`config.mk`:
```
export PLATFORM = sky130hd
export DESIGN_NAME = porsq_top
export DESIGN_NICKNAME = d
export VERILOG_FILES = /design/src/porsq_pkg.sv /design/src/porsq_top.sv /design/src/porsq_sync.sv /design/src/porsq_timer.sv
export VERILOG_INCLUDE_DIRS = /design/src
export SDC_FILE = /design/constraint.sdc
export NUM_CORES = 1
export LEC_CHECK = 0
export BUFFER_PORTS_ARGS = -buffer_cell sky130_fd_sc_hd__buf_4
export CAP_MARGIN = 20
export CORE_ASPECT_RATIO = 1.75
export CORE_MARGIN = 5
export CORE_UTILIZATION = 40
export DETAILED_ROUTE_END_ITERATION = 12
export PLACE_DENSITY = 0.72
export SLEW_MARGIN = 10
export SYNTH_ARGS = -nofsm -noshare
export SYNTH_HDL_FRONTEND = slang
export SYNTH_SLANG_ARGS = --single-unit
```
`constraint.sdc`:
```
create_clock -name clk_in -period 1.7 [get_ports clk_in]
set_clock_uncertainty 0.15 [all_clocks]
set_input_delay 0.085 -clock clk_in [delete_from_list [all_inputs] [get_ports clk_in]]
set_output_delay 0.085 -clock clk_in [all_outputs]
set_load 0.01 [all_outputs]
```
`src/porsq_consts.svh`:
```
// constants of the power-on reset sequencer: timing counts, config layout, reset values
// assumes a 50 MHz system clock; included by bare name
`ifndef PORSQ_CONSTS_SVH
`define PORSQ_CONSTS_SVH

// clock period in ns
`define PORSQ_CLK_NS 20
// nominal supply threshold that starts the sequence, in mV (analog, detector side)
`define PORSQ_PWR_ON_MV 1600
// least dwell time of each timed step, in ns
`define PORSQ_STEP_NS 200
// dwell time in clock cycles, rounded up
`define PORSQ_STEP_CYC ((`PORSQ_STEP_NS + `PORSQ_CLK_NS - 1) / `PORSQ_CLK_NS)
// config word holding the pin direction bits (1 = output)
`define PORSQ_DIR_WORD 0
// config word and bit that make the programmable delay cell an edge detector
`define PORSQ_EDGE_WORD 1
`define PORSQ_EDGE_BIT 0
// reset value of every synchroniser stage
`define PORSQ_SYNC_RST 1'b0

`endif

```
`src/porsq_pkg.sv`:
```
// types shared by the power-on reset sequencer modules
// assumes nothing of its surroundings
package porsq_pkg;

	typedef enum logic [3:0] {
		PORSQ_OFF = 4'h0,
		PORSQ_NVM_RST = 4'h1,
		PORSQ_LOAD = 4'h2,
		PORSQ_IN_RST = 4'h3,
		PORSQ_IN_EN = 4'h4,
		PORSQ_LUT_RST = 4'h5,
		PORSQ_LUT_EN = 4'h6,
		PORSQ_MACRO = 4'h7,
		PORSQ_DONE = 4'h8,
		PORSQ_RUN = 4'h9
	} porsq_state_t;

endpackage

```
`src/porsq_top.sv`:
```
// power-on reset sequencer: steps memory reset, config load, inputs, luts,
// remaining macrocells, reset-done and finally the output pins
// assumes supply_ok_in comes from an analog detector, nvm answers one cycle after a read
`timescale 1ns/10ps
`default_nettype none
`include "porsq_consts.svh"

// Overview of operation
// - start once supply detector reports threshold crossed
// - reset config memory first
// - load memory contents into config registers
// - hold input buffers in reset, then enable
// - reset luts, then activate them
// - then initialise delays, oscillator, flops, pipe
// - reset-done rises only after all init
// - output pins released last, after reset-done
// - pins high impedance throughout sequence
// - macrocell outputs low before memory reset
// - macrocell outputs undefined until config ready
// - input buffer and lut outputs low early
// - only edge-detector delay cell active early
// - released pins follow loaded direction config
module porsq_top
	import porsq_pkg::*;
#(
	parameter int NUM_PINS = 8,
	parameter int NUM_LUTS = 4,
	parameter int CFG_WORDS = 4,
	parameter int CFG_W = 8,
	parameter int STEP_CYC = `PORSQ_STEP_CYC
)(
	// clock and reset
	input wire logic clk_in,
	input wire logic sys_rst_in,
	// supply detector
	input wire logic supply_ok_in,
	// configuration memory
	output logic nvm_rst_out,
	output logic nvm_rd_out,
	output logic [$clog2(CFG_WORDS)-1:0] nvm_addr_out,
	input wire logic [CFG_W-1:0] nvm_data_in,
	output logic [CFG_WORDS*CFG_W-1:0] cfg_out,
	// macrocell controls
	output logic macro_force_low_out,
	output logic macro_valid_out,
	output logic in_buf_rst_out,
	output logic in_buf_en_out,
	output logic lut_rst_out,
	output logic lut_en_out,
	output logic edge_det_en_out,
	output logic macro_init_out,
	output logic macro_run_out,
	output logic por_done_out,
	// input pins and lut results
	input wire logic [NUM_PINS-1:0] pin_in,
	output logic [NUM_PINS-1:0] in_buf_out,
	input wire logic [NUM_LUTS-1:0] lut_res_in,
	output logic [NUM_LUTS-1:0] lut_out,
	// output pins
	input wire logic [NUM_PINS-1:0] pin_src_in,
	output logic [NUM_PINS-1:0] pin_out,
	output logic [NUM_PINS-1:0] pin_oe_n_out
);

	localparam int IW = $clog2(CFG_WORDS);

	typedef struct packed {
		porsq_state_t state;
		logic pend;
		logic [IW-1:0] idx;
		logic [CFG_WORDS-1:0][CFG_W-1:0] cfg;
		logic [NUM_PINS-1:0] in_buf;
		logic [NUM_LUTS-1:0] lut;
		logic [NUM_PINS-1:0] pin;
		logic [NUM_PINS-1:0] oe_n;
	} porsq_top_st_t;

	porsq_top_st_t st_r;
	porsq_top_st_t st_nxt;
	logic supply_ok;
	logic [NUM_PINS-1:0] pin_sync;
	logic tmr_clr;
	logic tmr_exp;
	logic [NUM_PINS-1:0] dir;

	if (CFG_WORDS < 2 || CFG_W < NUM_PINS || CFG_W < 1 || NUM_LUTS < 1)
	begin : g_chk
		$error("porsq_top: CFG_WORDS >= 2 and CFG_W >= NUM_PINS needed");
	end

	function automatic logic at_or_after(input porsq_state_t s, input porsq_state_t ref_s);
		at_or_after = (s >= ref_s);
	endfunction

	porsq_sync #(
		.W(1)
	) u_sup_sync (
		.clk_in(clk_in),
		.sys_rst_in(sys_rst_in),
		.async_in(supply_ok_in),
		.sync_out(supply_ok)
	);

	porsq_sync #(
		.W(NUM_PINS)
	) u_pin_sync (
		.clk_in(clk_in),
		.sys_rst_in(sys_rst_in),
		.async_in(pin_in),
		.sync_out(pin_sync)
	);

	porsq_timer #(
		.LEN(STEP_CYC)
	) u_timer (
		.clk_in(clk_in),
		.sys_rst_in(sys_rst_in),
		.clr_in(tmr_clr),
		.expired_out(tmr_exp)
	);

	assign dir = st_r.cfg[`PORSQ_DIR_WORD][NUM_PINS-1:0];

	always_comb
	begin
		st_nxt = st_r;
		case (st_r.state)
			PORSQ_OFF:
			begin
				if (supply_ok)
					st_nxt.state = PORSQ_NVM_RST;
			end
			PORSQ_NVM_RST:
			begin
				if (tmr_exp)
				begin
					st_nxt.state = PORSQ_LOAD;
					st_nxt.idx = '0;
					st_nxt.pend = 1'b0;
				end
			end
			PORSQ_LOAD:
			begin
				// each word takes a read cycle and a capture cycle
				if (st_r.pend)
				begin
					st_nxt.cfg[st_r.idx] = nvm_data_in;
					st_nxt.pend = 1'b0;
					if (st_r.idx == IW'(CFG_WORDS - 1))
						st_nxt.state = PORSQ_IN_RST;
					else
						st_nxt.idx = st_r.idx + 1'b1;
				end
				else
					st_nxt.pend = 1'b1;
			end
			PORSQ_IN_RST:
			begin
				if (tmr_exp)
					st_nxt.state = PORSQ_IN_EN;
			end
			PORSQ_IN_EN:
			begin
				if (tmr_exp)
					st_nxt.state = PORSQ_LUT_RST;
			end
			PORSQ_LUT_RST:
			begin
				if (tmr_exp)
					st_nxt.state = PORSQ_LUT_EN;
			end
			PORSQ_LUT_EN:
			begin
				if (tmr_exp)
					st_nxt.state = PORSQ_MACRO;
			end
			PORSQ_MACRO:
			begin
				if (tmr_exp)
					st_nxt.state = PORSQ_DONE;
			end
			PORSQ_DONE:
			begin
				if (tmr_exp)
					st_nxt.state = PORSQ_RUN;
			end
			PORSQ_RUN:
			begin
				st_nxt.state = PORSQ_RUN;
			end
			default:
			begin
				st_nxt.state = PORSQ_OFF;
			end
		endcase
		// supply loss overrides every step
		if (!supply_ok)
		begin
			st_nxt.state = PORSQ_OFF;
			st_nxt.pend = 1'b0;
		end
		// gated on the next state so data lines up with the strobes
		if (at_or_after(st_nxt.state, PORSQ_IN_EN))
			st_nxt.in_buf = pin_sync;
		else
			st_nxt.in_buf = '0;
		if (at_or_after(st_nxt.state, PORSQ_LUT_EN))
			st_nxt.lut = lut_res_in;
		else
			st_nxt.lut = '0;
		st_nxt.pin = pin_src_in;
		if (st_nxt.state == PORSQ_RUN)
			st_nxt.oe_n = ~dir;
		else
			st_nxt.oe_n = '1;
	end

	always_ff @(posedge clk_in)
	begin
		if (sys_rst_in)
		begin
			st_r <= '0;
			st_r.oe_n <= '1;
		end
		else
			st_r <= st_nxt;
	end

	// timer restarts on every step change
	assign tmr_clr = (st_nxt.state != st_r.state) || (st_r.state == PORSQ_OFF);

	assign nvm_rst_out = (st_r.state == PORSQ_NVM_RST);
	assign nvm_rd_out = (st_r.state == PORSQ_LOAD) && !st_r.pend;
	assign nvm_addr_out = st_r.idx;
	assign cfg_out = st_r.cfg;
	assign macro_force_low_out = !at_or_after(st_r.state, PORSQ_LOAD);
	// config is ready only after the last word is captured
	assign macro_valid_out = at_or_after(st_r.state, PORSQ_IN_RST);
	assign in_buf_rst_out = (st_r.state == PORSQ_IN_RST);
	assign in_buf_en_out = at_or_after(st_r.state, PORSQ_IN_EN);
	assign lut_rst_out = (st_r.state == PORSQ_LUT_RST);
	assign lut_en_out = at_or_after(st_r.state, PORSQ_LUT_EN);
	assign edge_det_en_out = at_or_after(st_r.state, PORSQ_IN_RST)
		&& st_r.cfg[`PORSQ_EDGE_WORD][`PORSQ_EDGE_BIT];
	assign macro_init_out = (st_r.state == PORSQ_MACRO);
	assign macro_run_out = at_or_after(st_r.state, PORSQ_DONE);
	assign por_done_out = at_or_after(st_r.state, PORSQ_DONE);
	assign in_buf_out = st_r.in_buf;
	assign lut_out = st_r.lut;
	assign pin_out = st_r.pin;
	assign pin_oe_n_out = st_r.oe_n;
endmodule
`default_nettype wire

```
`src/porsq_sync.sv`:
```
// three-stage synchroniser; output changes once stages two and three agree
// assumes inputs asynchronous to clk_in
`timescale 1ns/10ps
`default_nettype none
`include "porsq_consts.svh"

module porsq_sync
	import porsq_pkg::*;
#(
	parameter int W = 1
)(
	// clock and reset
	input wire logic clk_in,
	input wire logic sys_rst_in,
	// data
	input wire logic [W-1:0] async_in,
	output logic [W-1:0] sync_out
);

	typedef struct packed {
		logic [W-1:0] s1;
		logic [W-1:0] s2;
		logic [W-1:0] s3;
		logic [W-1:0] q;
	} porsq_sync_st_t;

	porsq_sync_st_t st_r;
	porsq_sync_st_t st_nxt;

	if (W < 1)
	begin : g_chk
		$error("porsq_sync: W must be at least 1");
	end

	always_comb
	begin
		st_nxt = st_r;
		st_nxt.s1 = async_in;
		st_nxt.s2 = st_r.s1;
		st_nxt.s3 = st_r.s2;
		// hold on disagreement filters a single-cycle glitch
		st_nxt.q = (st_r.s2 & st_r.s3) | (st_r.q & (st_r.s2 | st_r.s3));
	end

	always_ff @(posedge clk_in)
	begin
		if (sys_rst_in)
			st_r <= {4 * W{`PORSQ_SYNC_RST}};
		else
			st_r <= st_nxt;
	end

	assign sync_out = st_r.q;

endmodule
`default_nettype wire

```
`src/porsq_timer.sv`:
```
// step dwell timer; expired_out is a level until cleared
// assumes clr_in is driven by logic on clk_in
`timescale 1ns/10ps
`default_nettype none

module porsq_timer
	import porsq_pkg::*;
#(
	parameter int LEN = 10
)(
	// clock and reset
	input wire logic clk_in,
	input wire logic sys_rst_in,
	// control
	input wire logic clr_in,
	output logic expired_out
);

	localparam int CW = $clog2(LEN);

	typedef struct packed {
		logic [CW-1:0] cnt;
	} porsq_timer_st_t;

	porsq_timer_st_t st_r;
	porsq_timer_st_t st_nxt;

	if (LEN < 2)
	begin : g_chk
		$error("porsq_timer: LEN must be at least 2");
	end

	assign expired_out = (st_r.cnt == CW'(LEN - 1));

	always_comb
	begin
		st_nxt = st_r;
		if (clr_in)
			st_nxt.cnt = '0;
		else if (!expired_out)
			st_nxt.cnt = st_r.cnt + 1'b1;
	end

	always_ff @(posedge clk_in)
	begin
		if (sys_rst_in)
			st_r <= '0;
		else
			st_r <= st_nxt;
	end

endmodule
`default_nettype wire

```
# After elaboration in Yosys (flattened, before gate mapping)
# Index checks and enable logic that the tools add are counted.
# classes
order_cmp	9
muxes	18
n_bitwise	13
addsub	2
n_reduce_logical	16
eq_ne	16
# ops
cell	n
$pmux W4 S10	1
$mux W34	1
$bwmux W32	1
$mux W4	8
$and A8 B8 Y8	2
$demux W8 S2	1
$eq A4 B3 Y1 const B	4
$eq A4 B4 Y1 const B	4
$ge A4 B3 Y1 const B	4
$or A8 B8 Y8	2
$reduce_or A2 Y1	5
$eq A4 B2 Y1 const B	2
$ge A4 B2 Y1 const B	2
$mux W8	1
$not A8 Y8	1
$mux W7	1
$pmux W3 S2	1
$mux W5	1
$add A4 B1 Y4 const B	1
$eq A4 B1 Y1 const B	1
$ge A4 B4 Y1 const B	1
$logic_not A4 Y1	1
$ne A2 B2 Y1 const B	2
$ne A4 B4 Y1	1
16 further kinds	25
# totals
out_inout_bits	74
elab_cells	94
inputBits	31
ff_bits	107

# Depth between registers and ports, before layout
# depth
depth_word	11
depth_mapped	7

# Modules after synthesis
# Synthesis repeated with hierarchy kept, for this count alone.
# unflattened
hier_cells	437
area_unflattened_um2	4302.9
# by_module_without_submodules
module	seq_area_each_um2	area_each_um2	cells_each	instances
porsq_top	1341.3	2972.9	315	1
porsq_sync at u_pin_sync	640.6	983.4	91	1
porsq_timer	80.1	234.0	21	1
porsq_sync at u_sup_sync	80.1	112.6	10	1

# Worst setup path before layout
# No wires, ideal clock.
# synth_timing
path_kind	register -> register
startpoint	register u_timer.st_r[1] (netlist name)
endpoint	register st_r[63] (netlist name)
synth_period_minus_slack_ns	1.760
path_stages_with_launch	8
t_arrival_ns	1.495
path_slack_ns	-0.060
required_ns	1.434
cell_sequence	dfxtp_1 > inv_1 > ha_1 > and3b_1 > buf_2 > o211ai_1 > o211ai_2 > and3b_1
# synth_between
elab_chain_len	4
# synth_rtl
item	line	text
from (decl)	porsq_timer.sv:25	porsq_timer_st_t st_r;
from (signal assigned)	porsq_timer.sv:49	st_r <= st_nxt;
$eq A4 B4 Y1 *	porsq_timer.sv:33	assign expired_out = (st_r.cnt == CW'(LEN - 1));
$mux W4 (tied with other cells)	porsq_top.sv:184	if (tmr_exp)
$pmux W4 S10 *	porsq_top.sv:127	case (st_r.state)
$mux W5 *	porsq_top.sv:197	if (!supply_ok)
to (signal assigned)	porsq_top.sv:226	st_r <= st_nxt;
to (decl)	porsq_top.sv:78	porsq_top_st_t st_r;
# Mark *: on every way between the ends. The rest lies on a longest branch, timed or not. The select of a mux whose other input is x is not followed.
# A chain may end at the register's enable or synchronous reset.

# Worst setup path in the final report
# layout_timing
startpoint	register st_r[66] (netlist name)
endpoint	output nvm_rd_out
# layout_between
elab_chain_len	2
# layout_rtl
item	line	text
$eq A4 B2 Y1	porsq_top.sv:233	assign nvm_rd_out = (st_r.state == PORSQ_LOAD) && !st_r.pend;
$logic_and A1 B1 Y1	porsq_top.sv:233	
to (decl)	porsq_top.sv:39	output logic nvm_rd_out,
# Every way passes these cells.

==> metrics.md <==
| Metric | Value |
|---|---|
| Outcome | `finished with violations` |
| Failing checks | `negative setup slack` |
| GRT Overall Usage | `15.13%` |
| Initial drt markers | `187` |
| CP Capture Type | `primary output` |
| Tmin final | `around 1.7 ns` |
| Remaining DRCs | `0` |
| Post-synthesis cell type count | `44` |
| Die X | `about 88 um` |
| Hold Crit Class | `register to register` |
| Fin. Hold Viols | `0` |
| Overall power | `5002 uW` |
| Mapped Cells | `between 400 and 500` |
| CP Max Fanout | `5` |
| Final WS setup | `-0.01827 ns` |
| Root Buffer | `clkbuf_16` |
| Core area | `slightly above 10000 sq um` |
| Post-synthesis sequential area ratio | `between 50% and 60%` |
| Die Ht | `roughly 150 um` |
| WP data required | `around 1.5 ns` |
| Yosys reg bits | `107` |
| Synth top area share | `50.35%` |
| Initial antenna violation count | `0` |
| Leak Pwr | `0.002550 uW` |
| Antenna viol nets, final | `0` |
| GRT Residual Overflow | `0` |
| Worst Max-Slew Pin Slew | `roughly 0.35 ns` |
| Syn_nets | `470` |
| Largest cells by area after synthesis | `dfxtp_1 50%, buf_4 12%, mux2i_1 5.6%, nor2b_1 5.3%, a21oi_1 2.7%` |
| Final setup viols | `2` |
| Pwr per Cell Area | `about 850 nW/um^2` |
| Mapped Avg Cell Area | `roughly 9.8 sq um` |
| CTS tree | `done` |
| WS Path Type | `register to primary output` |
| Clock latency on the worst-skew pair | `approximately 0.34 ns` |
| First-pass GRT wire length | `between 15000 and 20000 um` |
| Drt via density | `4.782` |
| Fmax | `between 0.5 and 0.6 GHz` |
| Longest Clk Path Bufs | `2` |
| Headroom to the max-slew limit | `around three quarters` |
| Row cnt | `slightly below 50` |
| HPWL Detailed | `around 6600 um` |
| Initial Util | `approximately 40%` |
| RSZ-0062 raised after global routing | `true` |
| Max-Cap Viols | `0` |
| FFs w/ async S/R, synth | `0%` |
| CTS buffer count | `9` |
| Vias | `3185` |
| DP Worst Slack | `-0.1374 ns` |
| WP data arrival | `1.48 ns` |
| Final period util | `101.1%` |
| Area delta synth->final | `38.15%` |
| Die area | `12880 sq um` |
| Most used DFF post-synth | `dfxtp_1` |
| I/O pin count | `105` |
| Largest net degree at the start of global routing | `slightly below 80` |
| Routability Congestion | `0.8179` |
| Largest area contributor in the netlist | `dfxtp_1` |
| Final wirelength | `10010 um` |
| Nets | `570` |
| H-tree depth | `3` |
| Routed length per instance | `between 15 and 20 um` |
| First-pass detailed-route iteration total | `4` |
| Pins Over Slew Limit | `0` |
| Worst-path clk slew | `0.07 ns` |
| Maximum vdd drop | `slightly below 0.5 mV` |
| Synth Cell Area | `4254 sq um` |
| Buffers added on ports | `104` |
| Vias in the first global route | `about 3300` |
| Syn. warnings | `0` |
| Post-synth EDFFs | `0` |
| Startpoint Class | `register` |
| CTS sink cnt | `107` |
| Layout cells sized above 1 | `about two fifths` |
-- repair_timing --
action                                 CTS  global route
gates resized for setup                 31            40
buffers inserted                         5             3
hold buffers                            30             0
pin swaps                                8            24
endpoints found under the hold margin   57             0
cloned                                   0             0
setup endpoints to repair               40            50
-- worst max-delay path: stages, from the launching register on --
cell and delay (ns):
dfxtp_2 0.34, buf_6 0.11, nor4b_4 0.23, buf_6 0.16, nor2b_4 0.18, buf_6 0.12
-- stage by stage --
stage	hold WS [ns]	instance area (sq um)	std cells	util, %	TNS (ns)
after CTS	0.2696	5675	662	54.78	-0.3181
after global routing	0.2922	5874	665	56.70	-2.140
after floorplan	0.05671	4262	433	-	-1.305
after global placement	0.1442	4893	611	47.23	-0.2920
final	0.2715	5877	666	56.72	-0.01972
after detailed placement	0.1494	4893	611	47.23	-1.669
-- area by class of cell --
| cell class | count | area (sq um) |
|---|---|---|
| Inverter | 7 | 26.28 |
| Timing Repair Buffer | 172 | 1460 |
| Sequential cell | 107 | 2153 |
| Multi-Input combinational cell | 236 | 1749 |
| Clock buffer | 10 | 229.0 |
| Fill cell | 859 | 4484 |
| Tap cell | 127 | 158.9 |
| Clock inverter | 6 | 97.59 |
| Antenna cell | 1 | 2.502 |
-- power breakdown --
| group | leakage [uW] | switching, uW | internal, uW |
|---|---|---|---|
| combinational | 0.00152 | 84.1 | 127 |
| sequential | 0.000872 | 12.1 | 2540 |
| clock | 0.000159 | 931 | 1310 |
| total | 0.00255 | 1030 | 3970 |
-- placed cells by master (no fill, tap or decap), drive strengths merged, types with 8 or more instances in the layout --
cell         count
nand2           29
nor2            29
nor3b            9
dlygate4sd3     30
buf            142
mux2i           24
nor2b           36
nor3             8
nand3           17
inv              8
dfxtp          107
o21ai           11
a21oi           24
clkbuf          10
-- metal layers --
metal	wire (um)	global-route usage, %	vias up
met4	194	6.528	0
met1	3801	16.23	1529
met3	457	3.213	12
li1	-	-	1564
met2	5557	27.53	80
met5	0	0	-
-- cells in the mapped netlist (all sizes together), types with 3 or more instances --
master  number
nand2       29
xor2         3
clkbuf      13
nor3b        9
buf         70
nor3         8
ha           6
a21oi       24
o21ai       11
nor2b       36
mux2i       24
nand2b       7
nor2        29
nand3       17
and2         5
nand4b       3
inv          7
dfxtp      107
-- final timing paths --
check	from	to	slack [ns]	cells after the start
max	st_r[66]	nvm_rd_out	-0.02	5
min reg2reg	register	pin_oe_n_out[3]	0.27	1
max reg2reg	u_timer.st_r[1]	pin_oe_n_out[5]	0	7
min	register	pin_oe_n_out[3]	0.27	1
-- cells by family (layout without fill, tap and decap cells) --
| logic type | after synthesis | after routing | synth area share (%) |
|---|---|---|---|
| simple gates | 155 | 155 | 20.62 |
| other cells | 0 | 1 | 0 |
| buf+inv | 90 | 195 | 14.03 |
| flops | 107 | 107 | 50.35 |
| fa+ha+maj | 6 | 6 | 1.765 |
| mux | 25 | 25 | 5.912 |
| xor+xnor | 5 | 5 | 1.030 |
| compound gates | 45 | 45 | 6.294 |
(Power assumes the default switching activity.)
